File: src/ppo_pkg.sv
// Package for the port pin override logic: register map, field positions, reset values.
// Assumes an AXI4-Lite master with 32-bit data on a single 100 MHz clock.
// Overview of operation
// RQ1 - Sleep clamp forces digital input to ground.
// RQ2 - Enabled external interrupt pins bypass the clamp.
// RQ3 - Clamp release on high pin sets interrupt flag.
// RQ4 - No clamping in reset, active or idle.
// RQ5 - Pull-ups switched off while reset asserted.
// RQ6 - Pull-up follows override, else needs 0b010.
// RQ7 - Drive enable follows override, else direction bit.
// RQ8 - Driven level from override or output value bit.
// RQ9 - Input enable follows override, else sleep state.
// RQ10 - Schmitt tap given to peripherals unsynchronised.
// RQ11 - Peripherals generate their own per-pin overrides.
// RQ12 - Strobes per port, clamp and kill shared, overrides per pin.
// RQ13 - Special function register 8 bits, bit4 reserved.
// RQ14 - Direction selects drive, pull-up or tri-state.
// RQ15 - Sampled level through latch and register.
// RQ16 - Global pull-up kill disables every pull-up; the code leaves pins with a pull-up override on their override level.
// RQ17 - Pins tri-state as soon as reset asserts.
// RQ18 - Override selection is purely combinational.
package ppo_pkg;
	localparam int PPO_AW = 8;
	// Register byte addresses.
	localparam logic [PPO_AW-1:0] PPO_OFS_OUTVAL = 8'h00;
	localparam logic [PPO_AW-1:0] PPO_OFS_DIR = 8'h04;
	localparam logic [PPO_AW-1:0] PPO_OFS_PINLVL = 8'h08;
	localparam logic [PPO_AW-1:0] PPO_OFS_SFC = 8'h0C;
	localparam logic [PPO_AW-1:0] PPO_OFS_EXTEN = 8'h10;
	localparam logic [PPO_AW-1:0] PPO_OFS_IRQ_STAT = 8'h14;
	localparam logic [PPO_AW-1:0] PPO_OFS_IRQ_MASK = 8'h18;
	// Special function control layout.
	localparam int PPO_SFC_KILL_BIT = 2;
	localparam logic [7:0] PPO_SFC_WMASK = 8'hEF;
	localparam logic [7:0] PPO_SFC_RESET = 8'h00;
	localparam logic [7:0] PPO_PORT_RESET = 8'h00;
	localparam logic [1:0] PPO_RESP_OKAY = 2'h0;
	localparam logic [1:0] PPO_RESP_SLVERR = 2'h2;
	// Per-pin override bundle from an alternate-function module.
	typedef struct packed {
		logic pullup_override_select;
		logic pullup_override_level;
		logic drive_enable_override_select;
		logic drive_enable_override_level;
		logic output_level_override_select;
		logic output_level_override_level;
		logic input_gate_override_select;
		logic input_gate_override_level;
	} ppo_ovr_t;
	// Pad-side control bundle for one pin.
	typedef struct packed {
		logic drive_en;
		logic drive_level;
		logic pullup_en;
	} ppo_pad_t;
endpackage

File: src/ppo_pin_sync.sv
// Pin input path after the sleep clamp gate: sync latch stage and sampled-level register.
// Assumes pad inputs are synchronous to sys_clk_i, so the latch is modelled as a flop.
module ppo_pin_sync
	import ppo_pkg::*;
#(
	parameter int WIDTH = 8
)
(
	// Clock and reset.
	input wire logic sys_clk_i,
	input wire logic nrst_i,
	// Gated pad level in, sampled level out.
	input wire logic [WIDTH-1:0] gated_i,
	output logic [WIDTH-1:0] sampled_o
);
	logic [WIDTH-1:0] latch_reg;
	logic [WIDTH-1:0] latch_next;
	logic [WIDTH-1:0] sample_reg;
	logic [WIDTH-1:0] sample_next;

	// The two stages pass the level on unchanged.
	always_comb
	begin
		latch_next = gated_i;
		sample_next = latch_reg;
	end

	// Latch stage then sampled-level register.
	always_ff @(posedge sys_clk_i or negedge nrst_i)
	begin
		if (!nrst_i)
		begin
			latch_reg <= '0;
			sample_reg <= '0;
		end
		else
		begin
			latch_reg <= latch_next; // see RQ15
			sample_reg <= sample_next;
		end
	end

	assign sampled_o = sample_reg;
endmodule

File: src/ppo_port.sv
// One 8-pin port with alternate-function overrides, sleep clamp and an AXI4-Lite register file.
// Assumes overrides come from peripheral modules and pad inputs are synchronous to sys_clk_i.
//
// The register offsets and the AXI4-Lite slave port were decided locally.
module ppo_port
	import ppo_pkg::*;
#(
	parameter int WIDTH = 8
)
(
	// Clock and reset.
	input wire logic sys_clk_i,
	input wire logic nrst_i,
	// AXI4-Lite write channels.
	input wire logic [PPO_AW-1:0] s_axi_awaddr_i,
	input wire logic s_axi_awvalid_i,
	output logic s_axi_awready_o,
	input wire logic [31:0] s_axi_wdata_i,
	input wire logic [3:0] s_axi_wstrb_i,
	input wire logic s_axi_wvalid_i,
	output logic s_axi_wready_o,
	output logic [1:0] s_axi_bresp_o,
	output logic s_axi_bvalid_o,
	input wire logic s_axi_bready_i,
	// AXI4-Lite read channels.
	input wire logic [PPO_AW-1:0] s_axi_araddr_i,
	input wire logic s_axi_arvalid_i,
	output logic s_axi_arready_o,
	output logic [31:0] s_axi_rdata_o,
	output logic [1:0] s_axi_rresp_o,
	output logic s_axi_rvalid_o,
	input wire logic s_axi_rready_i,
	// Sleep controller clamp request, shared by all ports.
	input wire logic sleep_clamp_i,
	// Per-pin overrides from alternate-function modules.
	input wire ppo_ovr_t [WIDTH-1:0] ovr_i,
	// Pads.
	input wire logic [WIDTH-1:0] pad_i,
	output logic [WIDTH-1:0] pad_o,
	output logic [WIDTH-1:0] pad_oe_o,
	output logic [WIDTH-1:0] pad_pullup_o,
	// Unsynchronised Schmitt output to alternate functions.
	output logic [WIDTH-1:0] schmitt_input_tap_o,
	// Global pull-up kill for the other ports.
	output logic global_pullup_kill_o,
	// Interrupt.
	output logic irq_o
);
	// Register state.
	logic [WIDTH-1:0] pin_output_value_bit_reg, pin_output_value_bit_next;
	logic [WIDTH-1:0] pin_direction_bit_reg, pin_direction_bit_next;
	logic [7:0] sfc_reg, sfc_next;
	logic [WIDTH-1:0] exten_reg, exten_next;
	logic [WIDTH-1:0] stat_reg, stat_next;
	logic [WIDTH-1:0] mask_reg, mask_next;
	// Bus state.
	logic [PPO_AW-1:0] awaddr_reg, awaddr_next;
	logic aw_full_reg, aw_full_next;
	logic [31:0] wdata_reg, wdata_next;
	logic [3:0] wstrb_reg, wstrb_next;
	logic w_full_reg, w_full_next;
	logic bvalid_reg, bvalid_next;
	logic [1:0] bresp_reg, bresp_next;
	logic rvalid_reg, rvalid_next;
	logic [31:0] rdata_reg, rdata_next;
	logic [1:0] rresp_reg, rresp_next;
	// Pad and input path state.
	ppo_pad_t [WIDTH-1:0] pad_reg, pad_next;
	logic [WIDTH-1:0] tap_reg, tap_next;
	logic [WIDTH-1:0] gated_prev_reg, gated_prev_next;
	logic irq_reg, irq_next;
	logic [WIDTH-1:0] gated;
	logic [WIDTH-1:0] sampled;
	logic do_write;
	logic pullup_kill;

	// True when the offset names a mapped register.
	function automatic logic ppo_mapped(input logic [PPO_AW-1:0] a);
		ppo_mapped = (a == PPO_OFS_OUTVAL) || (a == PPO_OFS_DIR) || (a == PPO_OFS_PINLVL) ||
			(a == PPO_OFS_SFC) || (a == PPO_OFS_EXTEN) || (a == PPO_OFS_IRQ_STAT) ||
			(a == PPO_OFS_IRQ_MASK);
	endfunction

	assign pullup_kill = sfc_reg[PPO_SFC_KILL_BIT];
	assign do_write = aw_full_reg && w_full_reg && !bvalid_reg;

	// Per-pin override selection and input gating; purely combinational.
	for (genvar n = 0; n < WIDTH; n++)
	begin : g_pin
		logic input_en;
		always_comb
		begin
			if (ovr_i[n].pullup_override_select) // see RQ18
				pad_next[n].pullup_en = ovr_i[n].pullup_override_level; // see RQ6
			else
				pad_next[n].pullup_en = ({pin_direction_bit_reg[n], pin_output_value_bit_reg[n], pullup_kill}
					== 3'b010); // see RQ6 see RQ14 see RQ16
			pad_next[n].drive_en = ovr_i[n].drive_enable_override_select ?
				ovr_i[n].drive_enable_override_level : pin_direction_bit_reg[n]; // see RQ7 see RQ14
			pad_next[n].drive_level = ovr_i[n].output_level_override_select ?
				ovr_i[n].output_level_override_level : pin_output_value_bit_reg[n]; // see RQ8
			if (ovr_i[n].input_gate_override_select)
				input_en = ovr_i[n].input_gate_override_level; // see RQ9
			else
				input_en = !sleep_clamp_i || exten_reg[n]; // see RQ1 see RQ2 see RQ4
		end
		assign gated[n] = pad_i[n] & input_en; // see RQ1
	end

	// Input synchroniser feeding the sampled-level register.
	ppo_pin_sync #(.WIDTH(WIDTH)) u_sync
	(
		.sys_clk_i(sys_clk_i),
		.nrst_i(nrst_i),
		.gated_i(gated),
		.sampled_o(sampled)
	);

	// Schmitt tap, edge history and interrupt status next values.
	always_comb
	begin
		tap_next = gated; // see RQ10
		gated_prev_next = gated;
		stat_next = stat_reg;
		if (do_write && awaddr_reg == PPO_OFS_IRQ_STAT && wstrb_reg[0])
			stat_next = stat_reg & ~wdata_reg[WIDTH-1:0];
		// Set beats clear; the clamp release on a high pin is a rising edge.
		stat_next = stat_next | (gated & ~gated_prev_reg); // see RQ3
		irq_next = |(stat_next & mask_reg);
	end

	// AXI4-Lite slave next values and register writes.
	always_comb
	begin
		awaddr_next = awaddr_reg;
		aw_full_next = aw_full_reg;
		wdata_next = wdata_reg;
		wstrb_next = wstrb_reg;
		w_full_next = w_full_reg;
		bvalid_next = bvalid_reg;
		bresp_next = bresp_reg;
		rvalid_next = rvalid_reg;
		rdata_next = rdata_reg;
		rresp_next = rresp_reg;
		pin_output_value_bit_next = pin_output_value_bit_reg;
		pin_direction_bit_next = pin_direction_bit_reg;
		sfc_next = sfc_reg;
		exten_next = exten_reg;
		mask_next = mask_reg;
		if (s_axi_awvalid_i && !aw_full_reg)
		begin
			awaddr_next = s_axi_awaddr_i;
			aw_full_next = 1'b1;
		end
		if (s_axi_wvalid_i && !w_full_reg)
		begin
			wdata_next = s_axi_wdata_i;
			wstrb_next = s_axi_wstrb_i;
			w_full_next = 1'b1;
		end
		if (do_write)
		begin
			aw_full_next = 1'b0;
			w_full_next = 1'b0;
			bvalid_next = 1'b1;
			bresp_next = ppo_mapped(awaddr_reg) ? PPO_RESP_OKAY : PPO_RESP_SLVERR;
			if (wstrb_reg[0])
			begin
				case (awaddr_reg)
					PPO_OFS_OUTVAL: pin_output_value_bit_next = wdata_reg[WIDTH-1:0];
					PPO_OFS_DIR: pin_direction_bit_next = wdata_reg[WIDTH-1:0];
					PPO_OFS_SFC: sfc_next = wdata_reg[7:0] & PPO_SFC_WMASK; // see RQ13
					PPO_OFS_EXTEN: exten_next = wdata_reg[WIDTH-1:0];
					PPO_OFS_IRQ_MASK: mask_next = wdata_reg[WIDTH-1:0];
					default: ;
				endcase
			end
		end
		if (bvalid_reg && s_axi_bready_i)
			bvalid_next = 1'b0;
		if (s_axi_arvalid_i && !rvalid_reg)
		begin
			rvalid_next = 1'b1;
			rresp_next = ppo_mapped(s_axi_araddr_i) ? PPO_RESP_OKAY : PPO_RESP_SLVERR;
			rdata_next = 32'h0000_0000;
			case (s_axi_araddr_i)
				PPO_OFS_OUTVAL: rdata_next[WIDTH-1:0] = pin_output_value_bit_reg;
				PPO_OFS_DIR: rdata_next[WIDTH-1:0] = pin_direction_bit_reg;
				PPO_OFS_PINLVL: rdata_next[WIDTH-1:0] = sampled; // see RQ15
				PPO_OFS_SFC: rdata_next[7:0] = sfc_reg;
				PPO_OFS_EXTEN: rdata_next[WIDTH-1:0] = exten_reg;
				PPO_OFS_IRQ_STAT: rdata_next[WIDTH-1:0] = stat_reg;
				PPO_OFS_IRQ_MASK: rdata_next[WIDTH-1:0] = mask_reg;
				default: ;
			endcase
		end
		else if (rvalid_reg && s_axi_rready_i)
			rvalid_next = 1'b0;
	end

	// Registers; reset drops pads to tri-state with pull-ups off at once.
	always_ff @(posedge sys_clk_i or negedge nrst_i)
	begin
		if (!nrst_i)
		begin
			pin_output_value_bit_reg <= PPO_PORT_RESET;
			pin_direction_bit_reg <= PPO_PORT_RESET;
			sfc_reg <= PPO_SFC_RESET;
			exten_reg <= '0;
			stat_reg <= '0;
			mask_reg <= '0;
			awaddr_reg <= '0;
			aw_full_reg <= 1'b0;
			wdata_reg <= 32'h0000_0000;
			wstrb_reg <= 4'h0;
			w_full_reg <= 1'b0;
			bvalid_reg <= 1'b0;
			bresp_reg <= PPO_RESP_OKAY;
			rvalid_reg <= 1'b0;
			rdata_reg <= 32'h0000_0000;
			rresp_reg <= PPO_RESP_OKAY;
			pad_reg <= '0; // see RQ5 see RQ17
			tap_reg <= '0;
			gated_prev_reg <= '0;
			irq_reg <= 1'b0;
		end
		else
		begin
			pin_output_value_bit_reg <= pin_output_value_bit_next;
			pin_direction_bit_reg <= pin_direction_bit_next;
			sfc_reg <= sfc_next;
			exten_reg <= exten_next;
			stat_reg <= stat_next;
			mask_reg <= mask_next;
			awaddr_reg <= awaddr_next;
			aw_full_reg <= aw_full_next;
			wdata_reg <= wdata_next;
			wstrb_reg <= wstrb_next;
			w_full_reg <= w_full_next;
			bvalid_reg <= bvalid_next;
			bresp_reg <= bresp_next;
			rvalid_reg <= rvalid_next;
			rdata_reg <= rdata_next;
			rresp_reg <= rresp_next;
			pad_reg <= pad_next;
			tap_reg <= tap_next;
			gated_prev_reg <= gated_prev_next;
			irq_reg <= irq_next;
		end
	end

	// Output wiring straight from flops; strobes and clamp shared port-wide.
	for (genvar k = 0; k < WIDTH; k++)
	begin : g_out
		assign pad_oe_o[k] = pad_reg[k].drive_en; // see RQ12
		assign pad_o[k] = pad_reg[k].drive_level;
		assign pad_pullup_o[k] = pad_reg[k].pullup_en;
	end
	assign schmitt_input_tap_o = tap_reg;
	assign global_pullup_kill_o = pullup_kill;
	assign irq_o = irq_reg;
	assign s_axi_awready_o = !aw_full_reg;
	assign s_axi_wready_o = !w_full_reg;
	assign s_axi_bvalid_o = bvalid_reg;
	assign s_axi_bresp_o = bresp_reg;
	assign s_axi_arready_o = !rvalid_reg;
	assign s_axi_rvalid_o = rvalid_reg;
	assign s_axi_rdata_o = rdata_reg;
	assign s_axi_rresp_o = rresp_reg;
endmodule

File: config.mk
export PLATFORM = sky130hd
export DESIGN_NAME = ppo_port
export DESIGN_NICKNAME = d
export VERILOG_FILES = /design/src/ppo_pkg.sv /design/src/ppo_pin_sync.sv /design/src/ppo_port.sv
export SDC_FILE = /design/constraint.sdc
export NUM_CORES = 1
export LEC_CHECK = 0
export BUFFER_PORTS_ARGS = -buffer_cell sky130_fd_sc_hd__buf_4
export CAP_MARGIN = 20
export CORE_MARGIN = 1
export CORE_UTILIZATION = 49
export DETAILED_ROUTE_END_ITERATION = 16
export MAX_ROUTING_LAYER = met4
export PLACE_DENSITY = 0.8
export SYNTH_ARGS = -nofsm -noshare
export SYNTH_HDL_FRONTEND = slang
export SYNTH_SLANG_ARGS = --single-unit
export TNS_END_PERCENT = 5
File: constraint.sdc
create_clock -name sys_clk_i -period 2.4 [get_ports sys_clk_i]
set_clock_uncertainty 0.2 [all_clocks]
set_input_delay 0.48 -clock sys_clk_i [delete_from_list [all_inputs] [get_ports sys_clk_i]]
set_output_delay 0.48 -clock sys_clk_i [all_outputs]
set_load 0.01 [all_outputs]
Word-level counts from Yosys, hierarchy flattened
Cells that the tools add are included.
Word-level totals
  input bits: 132
  RAM bits: 0
  memories: 0
  bits in registers: 121
  memory bits (read-only): 0
  bits in latches: 0
  word-level logic and storage cells: 167
  output and inout bits: 75
Operators by class
  $add $sub $neg: 0
  shift operators: 0
  reductions and logical operators: 46
  $lt $le $gt $ge: 0
  bitwise operators: 14
  equal/unequal tests: 20
  divide/modulo/power cells: 0
  $mul: 0
  multiplexer cells: 44
Operator list (count)
  $pmux W8 S7: 1
  $eq A8 B5 Y1 const B: 6
  $mux W1: 40
  $eq A8 B4 Y1 const B: 4
  $and A8 B8 Y8: 3
  $eq A3 B2 Y1 const B: 8
  $logic_or A1 B1 Y1: 20
  $eq A8 B3 Y1 const B: 2
  $logic_not A8 Y1: 2
  $not A8 Y8: 2
  $reduce_and A3 Y1: 5
  $logic_and A1 B1 Y1: 9
  $and A1 B1 Y1: 8
  $mux W8: 1
  $or A8 B8 Y8: 1
  $reduce_bool A2 Y1: 4
  $reduce_or A8 Y1: 1
  $logic_not A1 Y1: 5
  $mux W2: 2

Logic depth before layout (Yosys ltp)
  word-level depth: 8
  depth in mapped cells: 7

By module
A second synthesis with hierarchy kept.
Second synthesis, totals
  cell total of the unflattened synthesis: 446
  area total of the unflattened synthesis: 5606.6 um2
Modules (own cells, without submodules)
  ppo_port: area an instance 5206.2 um2, instances 1, cells each 430
  ppo_pin_sync: area an instance 400.4 um2, instances 1, cells each 16

Worst setup path after synthesis
Ideal clock, no wire load.
  kind: reg-to-reg
  start point: register awaddr_reg[1]
  end point: register irq_reg, in the netlist irq_o
  clock period less this slack: 1.881 ns
  path slack: 0.519 ns
  path buffers: 1
  arrival: 1.545 ns
  data required time: 2.065 ns
  cell stages (with the launch flop): 7
  setup time: 0.135 ns
  path through: dfrtp_1 nor4b_4 and4_1 buf_6 a21oi_1 nor4_2 nand3_1
On the way
  longest elaborated chain between the ends: 7
Ends and longest elaborated chain
  from (decl): RTL line ppo_port.sv:57  | logic [PPO_AW-1:0] awaddr_reg, awaddr_next;
  from (signal assigned): RTL line ppo_port.sv:235  | awaddr_reg <= awaddr_next;
  $eq A8 B5 Y1: RTL line ppo_port.sv:125  | if (do_write && awaddr_reg == PPO_OFS_IRQ_STAT && wstrb_reg[0])
  $logic_and A1 B1 Y1 (2 in a row): RTL line ppo_port.sv:125
  $mux W8: RTL line ppo_port.sv:125
  $or A8 B8 Y8: RTL line ppo_port.sv:128  | stat_next = stat_next | (gated & ~gated_prev_reg);
  $and A8 B8 Y8: RTL line ppo_port.sv:129  | irq_next = |(stat_next & mask_reg);
  $reduce_or A8 Y1: RTL line ppo_port.sv:129
  net irq_next: RTL line ppo_port.sv:71  | logic irq_reg, irq_next;
  to (signal assigned): RTL line ppo_port.sv:248  | irq_reg <= irq_next;
  to (decl): RTL line ppo_port.sv:71
The timed path passes the listed nets, and every way through them passes these cells.
A chain may end at the register's enable or synchronous reset.

Worst setup path after layout
  start point: register awaddr_reg[5]
  end point: register exten_reg[7]
On the way
  longest elaborated chain between the ends: 2
Ends and longest elaborated chain
  $eq A8 B5 Y1: RTL line ppo_port.sv:169  | case (awaddr_reg)
  $reduce_and A3 Y1 (no line)
  to (signal assigned): RTL line ppo_port.sv:232  | exten_reg <= exten_next;
  to (decl): RTL line ppo_port.sv:53  | logic [WIDTH-1:0] exten_reg, exten_next;
Every way passes these cells.

==> impl_metrics.yaml <==
outcome:
  status: "finished clean"
routing:
  num_vias: 4649
  ant_nets: 0
  drtIter0Drc: 398
  drcViolationCount: 0
  drt_pass1_iterations: 5
  drt_wl_total_um: 15300
  routed_via_density: 5.53
  wl_per_cell_um: 18.2
pwr:
  pwr_density_cell_nw_per_um2: 822
  vdd_ir_drop_max_uv: 559
  p_leak_uw: 0.00390
  finalPower_uw: 6460
worst_setup_path:
  ff2ff_setup_slack_ns: 0.18
  critPathKind: "flop to flop"
  r2r-end: "exten_reg[7]"
  slowest_delay_ns: 0.40
  ff2ff_path_depth: 4
  crit_path_cell_trace: "nor3_1, and3_1, nand2_1, mux2_2"
  crit_required_ns: 2.60
  endpoint_kind: "flop"
  crit_start: "awaddr_reg[5]"
  cp.arrival_ns: 2.42
  crit_fanout: 12
  rr_startpoint: "awaddr_reg[5]"
  crit_family: "simple AND/OR/NAND/NOR gates"
  crit_buf_inv: 0
  critPathLaunchType: "flop"
  crit_slowest_cell: "dfrtp_1"
placed_design:
  dp_cells: 740
  dpl.hpwl_um: 9730
  gp_congestion: 0.851
  portBuffers: 153
timing:
  tightest_slew_ns: 0.723
  fin_crit_ns: 2.22
  max_clock_freq_mhz: 451
  max_slew_margin_pct: 51.7
  drv_slew: 0
  hold_viol_final: 0
  fin_crit_sh_pct: 92.4
  tns_ns: 0
  setup-violations-final: 0
  grt_setup_unrepaired: "no"
clock_network:
  path_clk_slew_ns: 0.06
  cts_buffer_depth: 2
  cts_setup_buffers: 0
  htree_levels: 4
  cts_buffers: 17
  numClockSinks: 119
  cts_tree: "yes"
  clk_latency_ns: 0.52
  cts_root_buffer: "clkbuf_8"
grt:
  antenna_found_initial: 0
  grt_pass1_vias: 4895
  grt_pass1_wl_um: 24300
  grt_max_degree: 55
  grt_usage_pct: 29.4
  gr-total-overflow: 0
floorplan:
  design.die.area_um2: 11400
  die_h_um: 107
  fp.coreArea_um2: 10500
  start_util_pct: 51.4
  die_w_um: 107
  core.rowCount: 37
  io_pins: 207
synthesis:
  syn-instance-count: 458
  syn_avg_cell_area_um2: 11.7
  ys_ff_latch: 119
  synth_edf_count: 0
  synth_area_um2: 5380
  synth_flop_cell: "dfrtp_1"
  yosysWarnings: 0
  ys_async_sr_fraction_pct: 100
  yosysSeqAreaShare_pct: 55.4
  synth_cell_types: 43
min_path:
  min_to: "wdata_reg[5]"
  min_from: "s_axi_wdata_i[5]"
  hold_depth: 3
  min_path_type: "input port to flop"
finish:
  area_delta_synth_final_pct: 46.2
  drive_gt1_share_pct: 35.8
  fillCellCount: 659
  insertedDiodeCount: 0
  mostFrequentLayoutCell: "buf_4"
  finish.net_count: 824
  layout_common_cells: "buf_4, dfrtp_1, dlygate4sd3_1"
  finalNonFillerCells: 840
  final_core_util_pct: 75.2
flow_run:
  maxCapViolations: 0
==> layout make-up <==
type | instances | area [um2] | area share, %
repair buffers | 229 | 1900 | 24.2
well taps | 136 | 170 | 2.16
inverters | 23 | 86.3 | 1.10
clock buffers | 22 | 453 | 5.76
clock inverters | 9 | 125 | 1.59
multi-input cells | 302 | 2150 | 27.3
flip-flops and latches | 119 | 2980 | 37.9
==> cell usage after synthesis (2+ instances only) <==
cell       instances  area share, %
or3b_2             4           0.65
nor2_1             6           0.42
mux2_4             2           0.56
a31oi_1            5           0.58
clkbuf_1           5           0.35
o41ai_1            8            1.3
o31a_1             3           0.49
mux2_2            48             10
inv_1             23            1.6
and2_1             6           0.70
a22oi_1            7           0.98
a221oi_1           2           0.33
nor3b_1            2           0.28
buf_4             26            3.6
o32ai_1            2           0.33
nand4_1            3           0.35
and4b_1            2           0.37
nor3_1             2           0.19
mux4_2             6            2.5
buf_2              7           0.65
o2111ai_1          4           0.65
a22o_1             6           0.98
mux2i_1           13            2.4
dfrtp_1          119             55
nand3_1            3           0.28
nand2_1           65            4.5
nor2b_1           15            1.7
o21ai_0           37            3.4
o21a_1             7           0.98
nor4_1             3           0.35
and4_1             2           0.33
a21oi_1            4           0.37
==> how the worst max path moves through the flow <==
stage / end / slack [ns] / cells after the start
floorplan: irq_o / 0.52 / 6
global placement: exten_reg[7] / 0.31 / 4
detailed placement: exten_reg[7] / 0.24 / 4
CTS: exten_reg[7] / 0.23 / 4
global route: exten_reg[6] / 0.005 / 4
finish: exten_reg[7] / 0.18 / 4
==> report_power, final <==
part | internal (uW) | switching [uW]
clock network | 1620 | 866
registers | 2340 | 382
logic | 697 | 556
total | 4660 | 1800
==> per-stage QoR <==
| step | instance area (um2) | worst slack [ns] | hold slack, ns |
|---|---|---|---|
| after floorplan | 5470 | 0.519 | -0.0156 |
| after global placement | 6600 | 0.307 | 0.189 |
| after detailed placement | 6600 | 0.240 | 0.192 |
| after CTS | 7850 | 0.232 | 0.00110 |
| after global routing | 7860 | 0.00471 | 0.00179 |
| final | 7860 | 0.183 | 0.00828 |
==> logic make-up (layout without fill, tap and decap cells) <==
group                  after synthesis  count (layout)  synth area share [%]
other                                1              26                0.0697
flip-flops                         119             119                  55.4
AND/OR/NAND/NOR                    120             120                  11.8
multiplexers                        69              69                  15.5
buffers and inverters               62             283                  6.44
AO/OA/AOI/OAI                       87              87                  10.7
==> per-layer routing <==
metal  routed length (um)  track usage [%]
met5                    0                -
met4                  529             13.2
met3                 1130             7.66
met2                 7710             48.8
met1                 5920             33.5
==> what timing repair did <==
item	in CTS	in global routing
endpoints found under the hold margin	69	1
hold buffers	68	1
setup endpoints to repair	0	0
resized for setup	0	0
==> worst register-to-register path, cell delays in order (launching register included) <==
cell and delay, ns:
dfrtp_1 0.40, nor3_1 0.38, and3_1 0.36, nand2_1 0.37, mux2_2 0.39
Note: power is estimated with default switching activity, not from simulation.
